### src/clk_delay_consts.svh
// Constants of the sample clock delay control register bank.
// Included by the package and the design; definitions only.
`ifndef CLK_DELAY_CONSTS_SVH
`define CLK_DELAY_CONSTS_SVH

// Register indices; byte address is four times the index
`define IDX_CLOCK_DELAY_MODE 10'h110
`define IDX_SUPERFINE_DELAY_STEPS 10'h111
`define IDX_FINE_DELAY_STEPS 10'h112
`define IDX_CLOCK_STATE 10'h11B

// Field positions
`define MODE_LSB 0
`define MODE_MSB 2
`define CLOCK_DETECT_BIT 0

// Reset values
`define RST_MODE 3'h0
`define RST_SUPERFINE 8'h00
`define RST_FINE 8'hC0

// Mode codes
`define MODE_NONE 3'h0
`define MODE_FINE_LIMITED 3'h2
`define MODE_FINE_LOW_JITTER 3'h3
`define MODE_FINE_FULL 3'h4
`define MODE_FINE_SUPERFINE 3'h6

// Step counts
`define FINE_LIMITED_MAX 16
`define FINE_MAX 192
`define SUPERFINE_MAX 128

// Step sizes in femtoseconds
`define FINE_STEP_FS 1725
`define SUPERFINE_STEP_FS 250

`endif

### src/clk_delay_pkg.sv
// Types shared by the sample clock delay control block.
// Assumes clk_delay_consts.svh sits in the same folder.
package clk_delay_pkg;
  `include "clk_delay_consts.svh"

  // Settings driven to the analog delay line
  typedef struct packed {
    logic fine_en;
    logic superfine_en;
    logic low_jitter;
    logic [7:0] fine_steps;
    logic [7:0] superfine_steps;
    logic [18:0] delay_fs;
  } delay_cfg_t;
endpackage

### src/sample_clock_delay_control.sv
// Sample clock delay control register bank behind an AHB-Lite slave port.
// Assumes a single-master AHB-Lite bus on clk, word transfers only,
// and a clock detect level already synchronous to clk.
`timescale 1ns/1ps
`default_nettype none
`include "clk_delay_consts.svh"

module sample_clock_delay_control #(
  parameter int ADDR_W = 12,
  parameter int FINE_MAX = `FINE_MAX,
  parameter int FINE_LIMITED_MAX = `FINE_LIMITED_MAX,
  parameter int SUPERFINE_MAX = `SUPERFINE_MAX
) (
  input wire logic clk,
  input wire logic resetn,
  input wire logic hsel,
  input wire logic [ADDR_W-1:0] haddr,
  input wire logic [1:0] htrans,
  input wire logic hwrite,
  input wire logic [2:0] hsize,
  input wire logic [31:0] hwdata,
  input wire logic hready,
  output logic hreadyout,
  output logic [31:0] hrdata,
  output logic hresp,
  input wire logic clock_detected,
  output clk_delay_pkg::delay_cfg_t delay_cfg
);
  import clk_delay_pkg::*;

  initial begin
    if (ADDR_W < 12 || ADDR_W > 32)
      $error("ADDR_W must lie between 12 and 32");
    if (FINE_MAX < 1 || FINE_MAX > 255 || FINE_LIMITED_MAX > FINE_MAX)
      $error("Fine step limits out of range");
    if (SUPERFINE_MAX < 1 || SUPERFINE_MAX > 255)
      $error("Superfine step limit out of range");
  end

  localparam logic [7:0] FINE_MAX_B = 8'(FINE_MAX);
  localparam logic [7:0] FINE_LIM_B = 8'(FINE_LIMITED_MAX);
  localparam logic [7:0] SF_MAX_B = 8'(SUPERFINE_MAX);

  function automatic logic [9:0] word_index(input logic [ADDR_W-1:0] a);
    word_index = a[11:2];
  endfunction

  function automatic logic [7:0] clamp8(input logic [7:0] v, input logic [7:0] lim);
    clamp8 = (v > lim) ? lim : v;
  endfunction

  // Bus stage: address phase captured, write completes in data phase
  logic wr_pend_q, wr_pend_d;
  logic [9:0] wr_idx_q, wr_idx_d;
  logic [31:0] rdata_q, rdata_d;
  logic addr_phase;

  // Register group
  logic [2:0] mode_q, mode_d;
  logic [7:0] superfine_q, superfine_d;
  logic [7:0] fine_q, fine_d;

  // Output group
  delay_cfg_t cfg_q, cfg_d;

  assign addr_phase = hsel && htrans[1] && hready;
  // Zero wait states; the bank never stalls or errors
  assign hreadyout = 1'b1;
  assign hresp = 1'b0;
  assign hrdata = rdata_q;
  assign delay_cfg = cfg_q;

  always_comb begin
    logic [9:0] idx;
    idx = word_index(haddr);
    wr_pend_d = addr_phase && hwrite;
    wr_idx_d = addr_phase ? idx : wr_idx_q;
    rdata_d = rdata_q;
    if (addr_phase && !hwrite) begin
      // Read of a register written in the previous data phase sees the new value
      if (idx == `IDX_CLOCK_DELAY_MODE) begin
        rdata_d = {29'h0000000, mode_d};
      end else if (idx == `IDX_SUPERFINE_DELAY_STEPS) begin
        rdata_d = {24'h000000, superfine_d};
      end else if (idx == `IDX_FINE_DELAY_STEPS) begin
        rdata_d = {24'h000000, fine_d};
      end else if (idx == `IDX_CLOCK_STATE) begin
        rdata_d = {31'h00000000, clock_detected};
      end else begin
        rdata_d = 32'h00000000;
      end
    end
  end

  always_ff @(posedge clk or negedge resetn) begin
    if (!resetn) begin
      wr_pend_q <= 1'b0;
      wr_idx_q <= 10'h000;
      rdata_q <= 32'h00000000;
    end else begin
      wr_pend_q <= wr_pend_d;
      wr_idx_q <= wr_idx_d;
      rdata_q <= rdata_d;
    end
  end

  always_comb begin
    mode_d = mode_q;
    superfine_d = superfine_q;
    fine_d = fine_q;
    if (wr_pend_q) begin
      if (wr_idx_q == `IDX_CLOCK_DELAY_MODE) begin
        // Upper bits are reserved and read back zero
        mode_d = hwdata[`MODE_MSB:`MODE_LSB];
      end else if (wr_idx_q == `IDX_SUPERFINE_DELAY_STEPS) begin
        superfine_d = hwdata[7:0];
      end else if (wr_idx_q == `IDX_FINE_DELAY_STEPS) begin
        fine_d = hwdata[7:0];
      end
    end
  end

  always_ff @(posedge clk or negedge resetn) begin
    if (!resetn) begin
      mode_q <= `RST_MODE;
      superfine_q <= `RST_SUPERFINE;
      fine_q <= `RST_FINE;
    end else begin
      mode_q <= mode_d;
      superfine_q <= superfine_d;
      fine_q <= fine_d;
    end
  end

  // Applied settings; values beyond a mode's valid range are clamped
  // so that a software slip cannot push the line past its end.
  always_comb begin
    logic [7:0] f;
    logic [7:0] s;
    f = 8'h00;
    s = 8'h00;
    cfg_d.fine_en = 1'b0;
    cfg_d.superfine_en = 1'b0;
    cfg_d.low_jitter = 1'b0;
    case (mode_q)
      `MODE_FINE_LIMITED: begin
        cfg_d.fine_en = 1'b1;
        f = clamp8(fine_q, FINE_LIM_B);
        // Superfine also applies in this code
        cfg_d.superfine_en = 1'b1;
        s = clamp8(superfine_q, SF_MAX_B);
      end
      `MODE_FINE_LOW_JITTER: begin
        cfg_d.fine_en = 1'b1;
        cfg_d.low_jitter = 1'b1;
        f = clamp8(fine_q, FINE_LIM_B);
      end
      `MODE_FINE_FULL: begin
        cfg_d.fine_en = 1'b1;
        f = clamp8(fine_q, FINE_MAX_B);
      end
      `MODE_FINE_SUPERFINE: begin
        cfg_d.fine_en = 1'b1;
        cfg_d.superfine_en = 1'b1;
        f = clamp8(fine_q, FINE_MAX_B);
        s = clamp8(superfine_q, SF_MAX_B);
      end
      // No delay, and reserved codes behave as no delay
      default: begin
        f = 8'h00;
      end
    endcase
    cfg_d.fine_steps = f;
    cfg_d.superfine_steps = s;
    cfg_d.delay_fs = 19'(f * `FINE_STEP_FS) + 19'(s * `SUPERFINE_STEP_FS);
  end

  always_ff @(posedge clk or negedge resetn) begin
    if (!resetn) begin
      cfg_q <= '0;
    end else begin
      cfg_q <= cfg_d;
    end
  end

endmodule

`default_nettype wire

### config.mk
export PLATFORM = sky130hd
export DESIGN_NAME = sample_clock_delay_control
export DESIGN_NICKNAME = d
export VERILOG_FILES = /design/src/clk_delay_pkg.sv /design/src/sample_clock_delay_control.sv
export VERILOG_INCLUDE_DIRS = /design/src
export SDC_FILE = /design/constraint.sdc
export NUM_CORES = 1
export LEC_CHECK = 0
export BUFFER_PORTS_ARGS = -buffer_cell sky130_fd_sc_hd__buf_2
export CORE_MARGIN = 2
export CORE_UTILIZATION = 30
export DETAILED_ROUTE_END_ITERATION = 6
export PLACE_DENSITY = 0.52
export SETUP_SLACK_MARGIN = 0.02
export SYNTH_ARGS = -nofsm -noshare
export SYNTH_HDL_FRONTEND = slang
export SYNTH_SLANG_ARGS = --single-unit
### constraint.sdc
create_clock -name clk -period 13.8 [get_ports clk]
set_clock_uncertainty 0.1 [all_clocks]
set_input_delay 2.76 -clock clk [delete_from_list [all_inputs] [get_ports clk]]
set_output_delay 2.76 -clock clk [all_outputs]
set_load 0.03 [all_outputs]
# After elaboration in Yosys (flattened, before gate mapping)
# Cells that the tools add are included.
[classes]
n_eq_ne = 11
n_reduce_logical = 9
n_mul = 2
addsub = 1
mux = 21
n_lt_le_gt_ge = 3
[op_table]
columns = ["op", "n"]
rows = [
  ["$mux 8", 13],
  ["$eq 10x9->1 const B", 7],
  ["$mux 32", 1],
  ["$add 19x16->19", 1],
  ["$mul 8x11->19 const B", 1],
  ["$gt 8x8->1 const B", 2],
  ["$pmux 8 s2", 1],
  ["$mul 8x7->15 const B", 1],
  ["$gt 8x5->1 const B", 1],
  ["$eq 3x2->1 const B", 2],
  ["$eq 3x3->1 const B", 2],
  ["$mux 3", 2],
  ["$reduce_or 2->1", 3],
  ["$logic_and 1x1->1", 4],
  ["$mux 1", 4],
  ["$reduce_or 4->1", 1],
  ["$logic_not 1->1", 1],
]
[word_totals]
regBits = 100
input_bits = 55
wordCells = 59

# Longest topological paths before layout
[logic_depth]
ltp_word = 8
ltp_mapped = 28

# Worst setup path before layout
# Ideal clock, no wire load.
[synth_path]
kind = "register to register"
start = "register mode_q[0]"
end = "register cfg_q, in the netlist delay_cfg[15]"
path_slack_ns = 6.305
stages_incl_launch_ff = 29
arrival_ns = 7.267
period_less_slack_ns = 7.495
path_buffers = 0
setup_ns = 0.128
cell_sequence = "dfrtp_1 > nor2b_1 > nor2b_1 > and2_1 > inv_1 > fa_1 > xnor2_1 > ha_1 > fa_1 > inv_1 > fa_1 > inv_1 > ha_1 > o21ai_0 > a21oi_1 > nor2_1 > xnor2_1 > fa_1 > inv_1 > fa_1 > fa_1 > fa_1 > inv_1 > ha_1 > a21o_1 > a21o_1 > a2111oi_0 > nor2_1 > xor2_1"
[synth_rtl]
columns = ["item", "line_no", "rtl"]
rows = [
  ["start, declared", "sample_clock_delay_control.sv:59", "logic [2:0] mode_q, mode_d;"],
  ["start signal, assigned", "sample_clock_delay_control.sv:125", "mode_q <= `RST_MODE;"],
  ["start signal, assigned", "sample_clock_delay_control.sv:129", "mode_q <= mode_d;"],
  ["end signal, assigned", "sample_clock_delay_control.sv:182", "cfg_q <= cfg_d;"],
  ["end, declared", "sample_clock_delay_control.sv:64", "delay_cfg_t cfg_q, cfg_d;"],
]

==> out/metrics.csv <==
metric;value;unit
status;completed;
Combinational Power Share;41.1;%
Post-CTS Hold Fix Bufs;0;
WL/cell;13.4;µm
Synth cell types;54;
I/O Pins;127;
Switching Fraction;40.6;%
die width;152;µm
post-CTS resize count;0;
Cells after Synth;613;
drt total wl;13000;µm
total power;0.874;mW
Critical Path RT;13.97;ns
Worst VDD drop;0.0677;mV
Initial Util;30.5;%
fin crit share;59.6;%
TritonCTS clock tree;built;
CP delay by family, top;adder cells;
critical path's slowest cell;a2111oi_0;
Iteration-0 DRC Markers;128;
Die H;152;µm
H-tree depth;3;
vias;4325;
full die area;23200;µm²
CP Data Arrival Time;8.39;ns
Synth async-reset ratio;100;%
worst slew pin tran;0.978;ns
n_diodes;0;
filler instances;2244;
min Tclk post-route;8.23;ns
wire length of the first global-routing pass;21300;µm
critical path capture point type;register;
top cells by area, synth;dfrtp_1, fa_1, ha_1;
Startpoint Class;register;
total grt overflow;0;
# setup viols final;0;
number of enable flip-flop cells after synthesis;0;
fmax;122;MHz
Hold Crit Class;reg -> reg;
clock latency on the worst-skew pair;0.36;ns
num rows;54;
cell depth of the worst setup path;28;
CTS Root Cell;clkbuf_16;
initial antenna violation count;0;
Worst Path Max Fanout;7;
post-route DRC violation count;0;
largest net degree at the start of global routing;76;
Synth top area share;27.7;%
classification of the worst setup path;reg -> reg;
Setup TNS;0;ns
CTS sink cnt;75;
Hold Crit Depth;1;
Synth Flop Type;dfrtp_1;
max_cap viols;0;
top cells by count, synth;inv_1, ha_1, dfrtp_1;
routed vias/inst;4.44;
Final Hold Viols;0;
sequential fraction of the synthesis area;28.5;%
Reg power frac;30.6;%
Setup Buffers After CTS;0;
max-slew violations;0;
Pre-antenna DRT Iters;4;
layout cells sized above 1;17.4;%
delay of the slowest critical-path stage;0.57;ns
clock power share;28.3;%
clock transition at the registers of the reported paths;0.08;ns
Rel. slew slack;34.8;%
Ys Warns;0;
Buf/Inv on CP;5;
most used cell, CP;fa_1;
syn_area_per_cell;10.8;µm²
Max clock buf depth;2;
CTS Buf Count;9;
Int Pwr;0.520;mW
pwr dens;117;nW/µm²
Synth area leader;dfrtp_1;
mapped cell area;6610;µm²
DP HPWL;10500;µm
Syn-to-layout area delta;13.4;%
most frequent cell after synthesis;inv_1;
I/O Buffers;70;
RSZ-0062 raised after global routing;false;
vias in the first global route;4152;
#FFs+latches synth;75;
gr usage total;11.7;%
Post-DRT Antenna Nets;0;
core box area;21700;µm²
nets@finish;895;
R2R depth;28;
Leakage;4.00;nW
Sw Pwr;0.355;mW
Placer Congestion;0.821;
## registers in the layout, indices dropped and copies added (netlist names)
signal,count
delay_cfg,37
wr_idx_q,10
fine_q,8
hrdata,8
superfine_q,8
mode_q,3
wr_pend_q,1
## kinds of logic (layout without fill, tap and decap cells)
kind of cell	Yosys count	after routing	synth area share (%)
AND/OR/NAND/NOR	109	109	9.47
buffers and inverters	148	205	9.95
flip-flops	75	75	28.5
AO/OA/AOI/OAI	76	76	8.18
multiplexers	28	28	4.77
other	2	26	0.114
XOR/XNOR	24	24	3.18
adder cells (fa/ha/maj)	151	151	35.9
## per-layer routing
layer	vias to the layer above	share of wire, %	GRT usage, %
met5	-	0	0
met4	0	1.2	3.20
met3	13	5.4	3.30
met2	91	43	16.8
met1	2106	51	17.3
li1	2115	-	-
## final cells by class
cell class | count | area (µm²) | share of cell area [%]
sequential | 75 | 1880 | 25.1
tap | 280 | 350 | 4.68
clock buffer | 9 | 225 | 3.01
multi-input combinational | 414 | 4160 | 55.5
clock inverter | 7 | 75.1 | 1.00
timing repair buffer | 70 | 353 | 4.71
inverter | 119 | 447 | 5.96
## per-stage QoR
stage          utilization [%]  cell area [µm²]  hold WS (ns)  setup WS, ns  cells
2_1_floorplan                -             6700         0.363          6.30    637
3_3_place_gp              33.1             7190         0.375          5.45    958
3_5_place_dp              33.1             7190         0.376          5.46    958
4_1_cts                   34.5             7490         0.393          5.41    974
5_1_grt                   34.5             7490         0.414          4.75    974
6_report                  34.5             7490         0.389          5.57    974
## worst paths after layout
path | start | to | slack, ns
min reg2reg | hrdata[5] | hrdata[5] | 0.39
min in group asynchronous | resetn | delay_cfg[11] | 2.42
min | hrdata[5] | hrdata[5] | 0.39
max reg2reg | mode_q[0] | delay_cfg[17] | 5.57
max in group asynchronous | resetn | delay_cfg[32] | 10.49
max | mode_q[0] | delay_cfg[17] | 5.57
## placed cells by master, fill, tap and decap left out, types with 3 or more instances in the layout
cell type / synthesis / final
inv_1: 119 / 119
ha_1: 87 / 87
dfrtp_1: 73 / 73
buf_2: 0 / 69
fa_1: 64 / 64
mux2_2: 26 / 26
conb_1: 2 / 26
nand2_1: 25 / 25
nor2_1: 24 / 24
xnor2_1: 18 / 18
a21oi_1: 12 / 12
nor2b_1: 11 / 11
o21ai_0: 11 / 11
clkbuf_16: 0 / 9
nor3_1: 8 / 8
o21a_1: 8 / 8
a21o_1: 8 / 8
and2_1: 7 / 7
xor2_1: 6 / 6
nand3_1: 5 / 5
o211ai_1: 5 / 5
a221o_1: 5 / 5
and3_1: 4 / 4
or4_1: 4 / 4
o21ai_1: 4 / 4
nand2b_1: 3 / 3
or3_1: 3 / 3
o21bai_1: 3 / 3
a2111oi_0: 3 / 3
inv_8: 0 / 3
## power groups by stage
| stage | sequential (mW) | clock, mW | combinational [mW] |
|---|---|---|---|
| after global routing | 0.272 | 0.265 | 0.411 |
| final | 0.268 | 0.247 | 0.359 |
| after CTS | 0.269 | 0.255 | 0.368 |
| after global placement | 0.273 | 0 | 0.364 |
| after detailed placement | 0.273 | 0 | 0.365 |
| after floorplan | 0.323 | 0 | 0.235 |
(Power assumes the default switching activity.)
